===== config.mk =====
export PLATFORM = sky130hd
export DESIGN_NAME = gpr_top
export DESIGN_NICKNAME = d
export VERILOG_FILES = /design/src/rtl/gpr_port.v /design/src/rtl/gpr_top.v
export VERILOG_INCLUDE_DIRS = /design/src /design/src/rtl
export SDC_FILE = /design/constraint.sdc
export NUM_CORES = 1
export LEC_CHECK = 0
export BUFFER_PORTS_ARGS = -buffer_cell sky130_fd_sc_hd__buf_2
export CAP_MARGIN = 20
export CELL_PAD_IN_SITES_DETAIL_PLACEMENT = 1
export CELL_PAD_IN_SITES_GLOBAL_PLACEMENT = 1
export CORE_UTILIZATION = 43
export CTS_BUF_LIST = sky130_fd_sc_hd__clkbuf_16
export CTS_CLUSTER_DIAMETER = 100
export DETAILED_ROUTE_END_ITERATION = 8
export PLACE_DENSITY_LB_ADDON = 0.1
export SLEW_MARGIN = 30
export SYNTH_ARGS = -nofsm -noshare
export SYNTH_HDL_FRONTEND = slang
export SYNTH_HIERARCHICAL = 1
export SYNTH_SLANG_ARGS = --single-unit

===== constraint.sdc =====
create_clock -name ref_clk -period 3.1 [get_ports ref_clk]
set_clock_uncertainty 0.2 [all_clocks]
set_input_delay 0.465 -clock ref_clk [delete_from_list [all_inputs] [get_ports ref_clk]]
set_output_delay 0.465 -clock ref_clk [all_outputs]
set_load 0.01 [all_outputs]

===== src/rtl/gpr_defines.vh =====
// Contract
// - Ports A-F each have an 8-bit R/W output latch resetting to zero.
// - Ports A-F each have an 8-bit R/W direction register resetting to inputs.
// - Ports A-F each have a read-only pin sample register; writes store nothing.
// - Port G output latch has bits 4..0 R/W reset zero; bits 7..5 read zero.
// - Port G direction has bits 4..0 R/W; bits 7..5 read zero.
// - In legacy mode every port C pin is a push-pull output driving zero; the code drives the port C latch value, which stays writable.
// - Pins take their reset state from reset alone, even with no clock.
// - Legacy mode hides port F latch and direction; port F is input only.
// - Legacy mode makes all port G registers unavailable.
`ifndef GPR_DEFINES_VH
`define GPR_DEFINES_VH

// Byte address = port index * PORT_STRIDE + register slot * 4
`define GPR_PORT_STRIDE 8'h10
`define GPR_SLOT_LATCH 2'h0
`define GPR_SLOT_DIR 2'h1
`define GPR_SLOT_SAMPLE 2'h2
`define GPR_NUM_PORTS 3'h7
`define GPR_IDX_C 3'h2
`define GPR_IDX_F 3'h5
`define GPR_IDX_G 3'h6
`define GPR_IDX_STATUS 3'h7
`define GPR_STATUS_ADDR 8'h70
`define GPR_STATUS_LEGACY_BIT 0
`define GPR_LATCH_RESET 8'h00
`define GPR_DIR_RESET 8'h00
`define GPR_PORT_WIDTH 8
`define GPR_PORT_G_WIDTH 5
`define GPR_RESP_OKAY 2'h0
`define GPR_RESP_SLVERR 2'h2

`endif


===== src/rtl/gpr_port.v =====
`timescale 1ns/100ps
`include "gpr_defines.vh"

module gpr_port #(
  parameter WIDTH = `GPR_PORT_WIDTH
) (
  input wire ref_clk,
  input wire rstn,
  input wire wr_latch,
  input wire wr_dir,
  input wire [WIDTH-1:0] wdata,
  input wire [WIDTH-1:0] pin_in,
  output reg [WIDTH-1:0] latch,
  output reg [WIDTH-1:0] dir,
  output reg [WIDTH-1:0] sample
);

  reg [WIDTH-1:0] sync_meta;

  // Latch and direction; reset is asynchronous so pins settle without a clock
  always @(posedge ref_clk or negedge rstn) begin
    if (!rstn) begin
      latch <= {WIDTH{1'b0}};
      dir <= {WIDTH{1'b0}};
    end else begin
      if (wr_latch) begin
        latch <= wdata;
      end
      if (wr_dir) begin
        dir <= wdata;
      end
    end
  end

  // Two-stage synchroniser; sample ignores direction, so outputs read back
  always @(posedge ref_clk or negedge rstn) begin
    if (!rstn) begin
      sync_meta <= {WIDTH{1'b0}};
      sample <= {WIDTH{1'b0}};
    end else begin
      sync_meta <= pin_in;
      sample <= sync_meta;
    end
  end

endmodule // gpr_port


===== src/rtl/gpr_top.v =====
`timescale 1ns/100ps
`include "gpr_defines.vh"

module gpr_top (
  input wire ref_clk,
  input wire rstn,
  input wire legacy_mode,
  input wire [55:0] pin_in,
  output wire [55:0] pin_out,
  output wire [55:0] pin_oe,
  input wire [7:0] s_axi_awaddr,
  input wire s_axi_awvalid,
  output reg s_axi_awready,
  input wire [31:0] s_axi_wdata,
  input wire [3:0] s_axi_wstrb,
  input wire s_axi_wvalid,
  output reg s_axi_wready,
  output reg [1:0] s_axi_bresp,
  output reg s_axi_bvalid,
  input wire s_axi_bready,
  input wire [7:0] s_axi_araddr,
  input wire s_axi_arvalid,
  output reg s_axi_arready,
  output reg [31:0] s_axi_rdata,
  output reg [1:0] s_axi_rresp,
  output reg s_axi_rvalid,
  input wire s_axi_rready
);

  wire [55:0] lat_all;
  wire [55:0] dir_all;
  wire [55:0] smp_all;
  wire [6:0] wr_latch;
  wire [6:0] wr_dir;
  reg legacy_meta;
  reg legacy_q;
  reg aw_full;
  reg w_full;
  reg [7:0] aw_addr;
  reg [7:0] w_data;
  reg w_lane0;
  reg next_aw_full;
  reg next_w_full;
  reg next_bvalid;
  wire wr_fire;
  wire wr_ok;
  wire [2:0] wr_idx;
  wire [1:0] wr_slot;

  // Address decode shared by the write and read paths
  function addr_mapped;
    input [7:0] addr;
    begin
      if (addr[1:0] != 2'h0) begin
        addr_mapped = 1'b0;
      end else if (addr == `GPR_STATUS_ADDR) begin
        addr_mapped = 1'b1;
      end else begin
        addr_mapped = (addr[6:4] < `GPR_NUM_PORTS) && (addr[3:2] <= `GPR_SLOT_SAMPLE)
          && !addr[7];
      end
    end
  endfunction

  // Register hidden while legacy mode is on; access gives OKAY and zero
  function addr_hidden;
    input [7:0] addr;
    input legacy;
    begin
      addr_hidden = legacy && ((addr[6:4] == `GPR_IDX_G) ||
        ((addr[6:4] == `GPR_IDX_F) && (addr[3:2] != `GPR_SLOT_SAMPLE)));
    end
  endfunction

  // Read data for a mapped address
  function [7:0] read_value;
    input [7:0] addr;
    input legacy;
    input [55:0] lat;
    input [55:0] dir;
    input [55:0] smp;
    reg [5:0] base;
    begin
      base = {addr[6:4], 3'h0};
      if (addr == `GPR_STATUS_ADDR) begin
        read_value = 8'h00;
        read_value[`GPR_STATUS_LEGACY_BIT] = legacy;
      end else if (addr_hidden(addr, legacy)) begin
        read_value = 8'h00;
      end else if (addr[3:2] == `GPR_SLOT_LATCH) begin
        read_value = lat[base +: 8];
      end else if (addr[3:2] == `GPR_SLOT_DIR) begin
        read_value = dir[base +: 8];
      end else begin
        read_value = smp[base +: 8];
      end
    end
  endfunction

  // Mode strap is quasi-static, still synchronised before register gating
  always @(posedge ref_clk or negedge rstn) begin
    if (!rstn) begin
      legacy_meta <= 1'b0;
      legacy_q <= 1'b0;
    end else begin
      legacy_meta <= legacy_mode;
      legacy_q <= legacy_meta;
    end
  end

  // Port slices; port G keeps only five bits
  genvar gi;
  generate
    for (gi = 0; gi < 7; gi = gi + 1) begin : g_port
      localparam W = (gi == 6) ? `GPR_PORT_G_WIDTH : `GPR_PORT_WIDTH;
      gpr_port #(
        .WIDTH(W)
      ) u_port (
        .ref_clk(ref_clk),
        .rstn(rstn),
        .wr_latch(wr_latch[gi]),
        .wr_dir(wr_dir[gi]),
        .wdata(w_data[W-1:0]),
        .pin_in(pin_in[gi*8 +: W]),
        .latch(lat_all[gi*8 +: W]),
        .dir(dir_all[gi*8 +: W]),
        .sample(smp_all[gi*8 +: W])
      );
      if (W < 8) begin : g_pad
        assign lat_all[gi*8+7:gi*8+W] = {(8-W){1'b0}};
        assign dir_all[gi*8+7:gi*8+W] = {(8-W){1'b0}};
        assign smp_all[gi*8+7:gi*8+W] = {(8-W){1'b0}};
      end
      assign wr_latch[gi] = wr_ok && (wr_idx == gi) && (wr_slot == `GPR_SLOT_LATCH);
      assign wr_dir[gi] = wr_ok && (wr_idx == gi) && (wr_slot == `GPR_SLOT_DIR);
    end
  endgenerate

  // Pin drive; hidden F and G registers stay at reset, so those pins stay inputs
  assign pin_out = lat_all; // port C latch resets to zero
  assign pin_oe[15:0] = dir_all[15:0];
  // Raw strap so port C drives during reset with no clock running
  assign pin_oe[23:16] = dir_all[23:16] | {8{legacy_mode}};
  // Raw strap keeps port F off the pins even if a direction bit was left set
  assign pin_oe[55:48] = dir_all[55:48];
  assign pin_oe[47:40] = dir_all[47:40] & {8{!legacy_mode}};
  assign pin_oe[39:24] = dir_all[39:24];

  // Write decode; sample slot and status have no storage behind them
  assign wr_fire = aw_full && w_full && !s_axi_bvalid;
  assign wr_idx = aw_addr[6:4];
  assign wr_slot = aw_addr[3:2];
  assign wr_ok = wr_fire && w_lane0 && addr_mapped(aw_addr) && (wr_idx != `GPR_IDX_STATUS)
    && !addr_hidden(aw_addr, legacy_q);

  // Next state of the write channel holders
  always @* begin
    next_aw_full = aw_full;
    next_w_full = w_full;
    next_bvalid = s_axi_bvalid;
    if (s_axi_awvalid && s_axi_awready) begin
      next_aw_full = 1'b1;
    end
    if (s_axi_wvalid && s_axi_wready) begin
      next_w_full = 1'b1;
    end
    if (wr_fire) begin
      next_aw_full = 1'b0;
      next_w_full = 1'b0;
      next_bvalid = 1'b1;
    end
    if (s_axi_bvalid && s_axi_bready) begin
      next_bvalid = 1'b0;
    end
  end

  // Write channels: address and data taken in either order, one write at a time
  always @(posedge ref_clk or negedge rstn) begin
    if (!rstn) begin
      aw_full <= 1'b0;
      w_full <= 1'b0;
      aw_addr <= 8'h00;
      w_data <= 8'h00;
      w_lane0 <= 1'b0;
      s_axi_awready <= 1'b0;
      s_axi_wready <= 1'b0;
      s_axi_bvalid <= 1'b0;
      s_axi_bresp <= `GPR_RESP_OKAY;
    end else begin
      aw_full <= next_aw_full;
      w_full <= next_w_full;
      s_axi_bvalid <= next_bvalid;
      s_axi_awready <= !next_aw_full && !next_bvalid;
      s_axi_wready <= !next_w_full && !next_bvalid;
      if (s_axi_awvalid && s_axi_awready) begin
        aw_addr <= s_axi_awaddr;
      end
      if (s_axi_wvalid && s_axi_wready) begin
        w_data <= s_axi_wdata[7:0];
        w_lane0 <= s_axi_wstrb[0];
      end
      if (wr_fire) begin
        s_axi_bresp <= addr_mapped(aw_addr) ? `GPR_RESP_OKAY : `GPR_RESP_SLVERR;
      end
    end
  end

  // Read channel: answer one cycle after the address is taken
  always @(posedge ref_clk or negedge rstn) begin
    if (!rstn) begin
      s_axi_arready <= 1'b0;
      s_axi_rvalid <= 1'b0;
      s_axi_rdata <= 32'h00000000;
      s_axi_rresp <= `GPR_RESP_OKAY;
    end else begin
      if (s_axi_arvalid && s_axi_arready) begin
        s_axi_arready <= 1'b0;
        s_axi_rvalid <= 1'b1;
        if (addr_mapped(s_axi_araddr)) begin
          s_axi_rdata <= {24'h000000,
            read_value(s_axi_araddr, legacy_q, lat_all, dir_all, smp_all)};
          s_axi_rresp <= `GPR_RESP_OKAY;
        end else begin
          s_axi_rdata <= 32'h00000000;
          s_axi_rresp <= `GPR_RESP_SLVERR;
        end
      end else if (s_axi_rvalid && s_axi_rready) begin
        s_axi_rvalid <= 1'b0;
        s_axi_arready <= 1'b1;
      end else if (!s_axi_rvalid) begin
        s_axi_arready <= 1'b1; // Comes up one cycle after reset release
      end
    end
  end

endmodule // gpr_top


==> results_tabular.tex, run 1 <==
\begin{tabular}{lr}
\hline
Metric & Value \\
\hline
\multicolumn{2}{l}{\textbf{Clocking}} \\
TritonCTS clock tree & done \\
Hold-fix buffers, CTS & 74 \\
Cells resized by post-CTS repair & 0 \\
Latest clock arrival within the worst-skew pair & 530 ps \\
Maximum buffer depth of the clock tree & 3 \\
Library cell used as clock root buffer & sky130\_fd\_sc\_hd\_\_clkbuf\_16 \\
Number of setup buffers added after CTS & 0 \\
Number of levels in the clock H-tree & 1 \\
Number of clock sinks & 248 \\
Clock buffer count from CTS & 27 \\
Register clock-pin slew on the reported worst setup and hold paths & 60 ps \\
\multicolumn{2}{l}{\textbf{Routing}} \\
Routed wire length & 28900 um \\
Wire length on met2 & 15000 um \\
Wire length on met1 & 12000 um \\
Mean number of vias per cell & 5.06 \\
Top routing layer used & met4 \\
Wire length on met3 & 1340 um \\
Post-DR wirelength/cell & 21.9 um \\
Total iterations of the first detailed-routing run & 4 \\
Remaining design rule violation count & 0 \\
Final ANT Viol Nets & 0 \\
Via count & 6689 \\
Initial detailed-routing violation count & 255 \\
\multicolumn{2}{l}{\textbf{Worst setup path}} \\
Critical path data required time & 3310 ps \\
Category of the worst setup path capture point & flip-flop \\
Minimum setup slack among reg-to-reg paths & 420 ps \\
Kind of critical path & flip-flop to flip-flop \\
Cell-by-cell trace of the critical path & nor3\_1 -> nand4b\_1 -> or4\_1 -> nor2\_1 -> mux2\_2 \\
Largest stage delay, worst path & 620 ps \\
CP startpoint & aw\_addr[1] \\
CP Launch Type & flip-flop \\
R2r worst-path depth & 5 \\
Reg-to-Reg End & g\_port[6].u\_port/latch[4] \\
Reg2Reg Launch Point & aw\_addr[1] \\
Worst EP arrival & 2880 ps \\
Crit-path max FO & 5 \\
Master of the slowest instance on the critical path & sky130\_fd\_sc\_hd\_\_or4\_1 \\
\multicolumn{2}{l}{\textbf{Floorplanning}} \\
Die Footprint & 24700 sq um \\
Initial Utilization & 44.0\% \\
Rows & 56 \\
Placeable core area & 23500 sq um \\
Die boundary width & 157 um \\
Height of the die & 157 um \\
Boundary Pins & 269 \\
\multicolumn{2}{l}{\textbf{STA}} \\
Final Slew Violations & 0 \\
Maximum operating frequency & 0.373 GHz \\
Final hold slack & 16.5 ps \\
Setup total negative slack & 0 ps \\
Post-route clock period utilization & 86.4\% \\
Hold violation total from the final report & 0 \\
Final min period & 2680 ps \\
Setup repair after global routing missed its margin & false \\
Worst-margin pin slew & 809 ps \\
Slew HR & 46.1\% \\
Final setup violation count & 0 \\
\multicolumn{2}{l}{\textbf{Yosys}} \\
Fraction of synthesized area in multiplexers & 26.7\% \\
Synth Flop Type & sky130\_fd\_sc\_hd\_\_dfrtp\_1 \\
Mapped Cells & 680 \\
Number of storage elements in the synthesis netlist & 248 \\
Post-synthesis sequential area ratio & 59.9\% \\
Main combinational cell family by area after synthesis & multiplexers \\
Mapped Area & 10400 sq um \\
Synthesized-area fraction occupied by ao, oa, aoi and oai cells & 3.04\% \\
Simple-Gate Fraction of Synth Area & 5.33\% \\
Number of distinct library cells after synthesis & 37 \\
Xor and xnor fraction of the mapped netlist area & 0\% \\
Async set or reset register ratio after synthesis & 100\% \\
Post-synthesis adder-cell area fraction & 0\% \\
Number of enable flip-flop cells after synthesis & 0 \\
Warnings from Yosys & 6 \\
Per-instance average area after synthesis & 15.2 sq um \\
\multicolumn{2}{l}{\textbf{Hold path}} \\
Worst Hold End & w\_data[5] \\
Worst Hold Launch & s\_axi\_wdata[5] \\
Worst min-delay path class & input pin to flip-flop \\
Number of cells on the worst hold path & 2 \\
\multicolumn{2}{l}{\textbf{Final layout}} \\
Final core utilization & 56.2\% \\
Final Net Count & 1098 \\
Share of post-route cells with drive strength above 1 & 45.5\% \\
Number of antenna repair diodes & 0 \\
Syn-to-layout area delta & 27.6\% \\
Leading cell types in the layout, fill and taps excluded & 248 x sky130\_fd\_sc\_hd\_\_dfrtp\_1, 205 x sky130\_fd\_sc\_hd\_\_buf\_2, 96 x sky130\_fd\_sc\_hd\_\_mux2\_4, 74 x sky130\_fd\_sc\_hd\_\_dlygate4sd3\_1, 55 x sky130\_fd\_sc\_hd\_\_mux2\_2 \\
Leading cell type in the layout, fill and taps excluded & sky130\_fd\_sc\_hd\_\_dfrtp\_1 \\
\multicolumn{2}{l}{\textbf{Placement}} \\
Placer's final routability congestion estimate & 0.847 \\
HPWL after detailed placement & 19800 um \\
Port Buffers & 206 \\
\multicolumn{2}{l}{\textbf{GRT}} \\
Antenna violations before repair & 0 \\
Global-route total usage across every layer & 24.2\% \\
Maximum number of pins on one net before global-route repair & 74 \\
Global-route wire length before repair & 44200 um \\
Sum of overflow across all layers after global routing & 0 \\
Vias in the first global route & 7547 \\
\multicolumn{2}{l}{\textbf{Power}} \\
Static Leakage & 6.60 nW \\
Final total power & 8.37 mW \\
Total power divided by cell area & 632 nW/um\^{}2 \\
Peak supply drop & 0.382 mV \\
\multicolumn{2}{l}{\textbf{Job}} \\
Max-cap viol count & 0 \\
\multicolumn{2}{l}{\textbf{Run status}} \\
Result of the run & completed \\
\hline
\end{tabular}
worst max path at each step:
| stage | to | slack (ps) | cells after the start |
|---|---|---|---|
| 2_1_floorplan | g_port[4].u_port/dir[0] | 760 | 6 |
| 3_3_place_gp | s_axi_rdata[0] | 240 | 6 |
| 3_5_place_dp | s_axi_rdata[0] | 220 | 6 |
| 4_1_cts | g_port[6].u_port/latch[4] | 390 | 5 |
| 5_1_grt | g_port[6].u_port/latch[1] | 280 | 5 |
| 6_report | g_port[6].u_port/latch[4] | 420 | 5 |
cell usage after synthesis, types with 2 or more instances:
cell,number,area (sq um)
sky130_fd_sc_hd__mux2_1,8,90.1
sky130_fd_sc_hd__nand2b_1,6,37.5
sky130_fd_sc_hd__inv_1,3,11.3
sky130_fd_sc_hd__or4_1,2,15.0
sky130_fd_sc_hd__nand2_1,24,90.1
sky130_fd_sc_hd__mux2_4,96,1440
sky130_fd_sc_hd__nand4_1,2,12.5
sky130_fd_sc_hd__nor3_1,15,75.1
sky130_fd_sc_hd__o31ai_1,7,52.6
sky130_fd_sc_hd__a2111oi_0,4,35.0
sky130_fd_sc_hd__mux2_2,55,619
sky130_fd_sc_hd__mux4_2,16,360
sky130_fd_sc_hd__dfrtp_1,248,6210
sky130_fd_sc_hd__a21oi_1,6,30.0
sky130_fd_sc_hd__o21ai_0,19,95.1
sky130_fd_sc_hd__buf_4,33,248
sky130_fd_sc_hd__or2_2,10,62.6
sky130_fd_sc_hd__clkbuf_1,10,37.5
sky130_fd_sc_hd__nor2b_1,17,106
sky130_fd_sc_hd__nor2_1,32,120
sky130_fd_sc_hd__or3_1,3,18.8
sky130_fd_sc_hd__a31o_2,3,26.3
sky130_fd_sc_hd__buf_6,18,203
sky130_fd_sc_hd__mux2i_1,26,260
sky130_fd_sc_hd__o22ai_1,2,12.5
sky130_fd_sc_hd__buf_2,4,20.0
report_power, final:
part	internal (mW)	switching, mW
clock network	1.74	1.27
logic	0.675	0.576
registers	3.58	0.526
total	6.00	2.37
worst max-delay path, delay by kind of cell, from the launching register on:
kind	cells	cell delay [ps]
DFF	1	380
muxes	1	400
and+or+nand+nor	4	1570
kinds of logic after synthesis:
kind of cell / Yosys count
flip-flops: 248
AO/OA/AOI/OAI: 49
buffers and inverters: 68
multiplexers: 201
other: 1
AND/OR/NAND/NOR: 113
registers in the layout, indices dropped and copies added (netlist names), 8 cells and up:
signal,count
g_port.u_port/sync_meta,53
g_port.u_port/dir,53
w_data,8
g_port.u_port/latch,53
g_port.u_port/sample,53
aw_addr,8
s_axi_rdata,8
cell type report:
| type | instances | area, sq um |
|---|---|---|
| Tap cell | 319 | 399 |
| Timing Repair Buffer | 307 | 2010 |
| Clock buffer | 27 | 676 |
| Fill cell | 2362 | 10300 |
| Inverter | 3 | 11.3 |
| Clock inverter | 22 | 154 |
| Sequential cell | 248 | 6210 |
| Multi-Input combinational cell | 395 | 3780 |
layer usage:
layer / global-route usage, % / vias to the layer above
li1: - / 2925
met2: 42.9 / 214
met1: 30.8 / 3520
met5: 0 / -
met4: 5.64 / 0
met3: 4.10 / 30
metrics by stage:
| stage | worst slack [ps] | std cells | instance area, sq um |
|---|---|---|---|
| floorplan | 757 | 711 | 10500 |
| global placement | 242 | 1198 | 11700 |
| detailed placement | 223 | 1198 | 11700 |
| CTS | 390 | 1321 | 13200 |
| global route | 276 | 1321 | 13200 |
| finish | 422 | 1321 | 13200 |
Power figures use the tool's default switching activity.
==> inputs of run 2 (changes only) <==
- MAX_ROUTING_LAYER: default -> met4
==> results_tabular.tex, run 2 (same netlist as run 1, synthesis figures left out) <==
\begin{tabular}{lr}
\hline
Metric & Value \\
\hline
\multicolumn{2}{l}{\textbf{Power}} \\
Relative contribution of the clock network to total power & 36.0\% \\
Total power divided by cell area & 632 nW/um\^{}2 \\
Static Leakage & 6.60 nW \\
Final total power & 8.36 mW \\
Psw & 2.37 mW \\
Combinational share of power & 15.0\% \\
Peak supply drop & 0.380 mV \\
Part of the total power dissipated in sequential elements & 49.1\% \\
Internal power summed over all cells & 6.00 mW \\
Switching part of the total power & 28.3\% \\
\multicolumn{2}{l}{\textbf{STA}} \\
Final setup violation count & 0 \\
Hold violation total from the final report & 0 \\
Final min period & 2690 ps \\
Post-route clock period utilization & 86.9\% \\
Maximum operating frequency & 0.371 GHz \\
Worst-margin pin slew & 832 ps \\
Slew HR & 44.6\% \\
Setup repair after global routing missed its margin & false \\
Setup total negative slack & 0 ps \\
Final hold slack & 19.2 ps \\
Final Slew Violations & 0 \\
\multicolumn{2}{l}{\textbf{GRT}} \\
Global-route wire length before repair & 44200 um \\
Global-route total usage across every layer & 24.9\% \\
Antenna violations before repair & 0 \\
Maximum number of pins on one net before global-route repair & 74 \\
Vias in the first global route & 7554 \\
Sum of overflow across all layers after global routing & 0 \\
\multicolumn{2}{l}{\textbf{Routing}} \\
Mean number of vias per cell & 5.03 \\
Via count & 6648 \\
Final ANT Viol Nets & 0 \\
Remaining design rule violation count & 0 \\
Initial detailed-routing violation count & 235 \\
Routed wire length & 28900 um \\
Post-DR wirelength/cell & 21.8 um \\
Total iterations of the first detailed-routing run & 4 \\
\multicolumn{2}{l}{\textbf{Worst setup path}} \\
Cell-by-cell trace of the critical path & nor3\_1 -> nand4b\_1 -> or4\_1 -> nor2\_1 -> mux2\_2 \\
CP Launch Type & flip-flop \\
Worst EP arrival & 2900 ps \\
CP startpoint & aw\_addr[1] \\
Minimum setup slack among reg-to-reg paths & 410 ps \\
Category of the worst setup path capture point & flip-flop \\
Worst setup path endpoint & g\_port[6].u\_port/latch[4] \\
Critical path data required time & 3310 ps \\
Reg-to-Reg End & g\_port[6].u\_port/latch[4] \\
Reg2Reg Launch Point & aw\_addr[1] \\
Largest stage delay, worst path & 620 ps \\
R2r worst-path depth & 5 \\
Master of the slowest instance on the critical path & sky130\_fd\_sc\_hd\_\_or4\_1 \\
Crit-path max FO & 5 \\
Kind of critical path & flip-flop to flip-flop \\
\multicolumn{2}{l}{\textbf{Final layout}} \\
Leading cell types in the layout, fill and taps excluded & 248 x sky130\_fd\_sc\_hd\_\_dfrtp\_1, 205 x sky130\_fd\_sc\_hd\_\_buf\_2, 96 x sky130\_fd\_sc\_hd\_\_mux2\_4, 74 x sky130\_fd\_sc\_hd\_\_dlygate4sd3\_1, 55 x sky130\_fd\_sc\_hd\_\_mux2\_2 \\
Number of antenna repair diodes & 0 \\
Share of post-route cells with drive strength above 1 & 45.5\% \\
Leading cell type in the layout, fill and taps excluded & sky130\_fd\_sc\_hd\_\_dfrtp\_1 \\
Number of inserted filler cells in the final layout & 2362 \\
Syn-to-layout area delta & 27.6\% \\
Final Net Count & 1098 \\
\multicolumn{2}{l}{\textbf{Run status}} \\
Result of the run & completed \\
\multicolumn{2}{l}{\textbf{Floorplanning}} \\
Placeable core area & 23500 sq um \\
Die boundary width & 157 um \\
Height of the die & 157 um \\
Die Footprint & 24700 sq um \\
Rows & 56 \\
Initial Utilization & 44.0\% \\
Boundary Pins & 269 \\
\multicolumn{2}{l}{\textbf{Hold path}} \\
Number of cells on the worst hold path & 2 \\
Worst min-delay path class & input pin to flip-flop \\
\multicolumn{2}{l}{\textbf{Placement}} \\
Port Buffers & 206 \\
HPWL after detailed placement & 19800 um \\
Placer's final routability congestion estimate & 0.860 \\
\multicolumn{2}{l}{\textbf{Clocking}} \\
Number of setup buffers added after CTS & 0 \\
Register clock-pin slew on the reported worst setup and hold paths & 60 ps \\
Maximum buffer depth of the clock tree & 3 \\
Number of levels in the clock H-tree & 1 \\
Library cell used as clock root buffer & sky130\_fd\_sc\_hd\_\_clkbuf\_16 \\
TritonCTS clock tree & done \\
Latest clock arrival within the worst-skew pair & 530 ps \\
Number of clock sinks & 248 \\
Clock buffer count from CTS & 27 \\
\multicolumn{2}{l}{\textbf{Job}} \\
Max-cap viol count & 0 \\
\hline
\end{tabular}
[run 2: cell counts in the layout (fill, tap and decap cells not counted)]
Identical to the previous run, type by type.
[run 2: cell type report]
cell class                 count  area, sq um  share of cell area, %
multi-input combinational    395         3780                   28.6
inverter                       3         11.3                 0.0851
sequential                   248         6210                   46.9
tap                          319          399                   3.02
clock buffer                  27          676                   5.10
timing repair buffer         307         2010                   15.2
clock inverter                22          154                   1.16
[run 2: routing by layer]
metal  share of wire, %  vias to the layer above  track usage [%]
met1                 41                     3479             30.9
li1                   -                     2922                -
met4                1.7                        0             5.64
met2                 52                      212             42.9
met3                4.9                       35             3.88
met5                  0                        -                -
[run 2: worst min path at each step]
stage,to,from,slack (ps)
2_1_floorplan,aw_addr[0],rstn,-30
3_3_place_gp,legacy_q,legacy_meta,130
3_5_place_dp,g_port[0].u_port/sample[0],g_port[0].u_port/sync_meta[0],140
4_1_cts,w_data[5],s_axi_wdata[5],0.4
5_1_grt,w_data[5],s_axi_wdata[5],10
6_report,w_data[5],s_axi_wdata[5],20
[run 2: through the flow]
| step | setup WS, ps | std cells | cell area [sq um] | util, % |
|---|---|---|---|---|
| after floorplan | 757 | 711 | 10500 | - |
| after global placement | 242 | 1198 | 11700 | 49.5 |
| after detailed placement | 223 | 1198 | 11700 | 49.5 |
| after CTS | 390 | 1321 | 13200 | 56.2 |
| after global routing | 276 | 1321 | 13200 | 56.2 |
| final | 408 | 1321 | 13200 | 56.2 |
[run 2: timing repair]
action,in CTS,in global routing
gates resized for setup,0,0
hold buffers,74,0
hold endpoints to repair,141,0
[run 2: power by group through the flow]
| stage | Sequential (mW) | Clock (mW) | Combinational (mW) |
|---|---|---|---|
| 3_5_place_dp | 4.16 | 0 | 1.19 |
| 2_1_floorplan | 3.98 | 0 | 0.712 |
| 3_3_place_gp | 4.12 | 0 | 1.15 |
| 4_1_cts | 4.11 | 3.09 | 1.27 |
| 5_1_grt | 4.16 | 3.21 | 1.37 |
| 6_report | 4.10 | 3.01 | 1.25 |
[run 2: worst max-delay path, delay by kind of cell, from the launching register on]
kind,cells,cell delay (ps)
flip-flops,1,380
AND/OR/NAND/NOR,4,1590
multiplexers,1,410
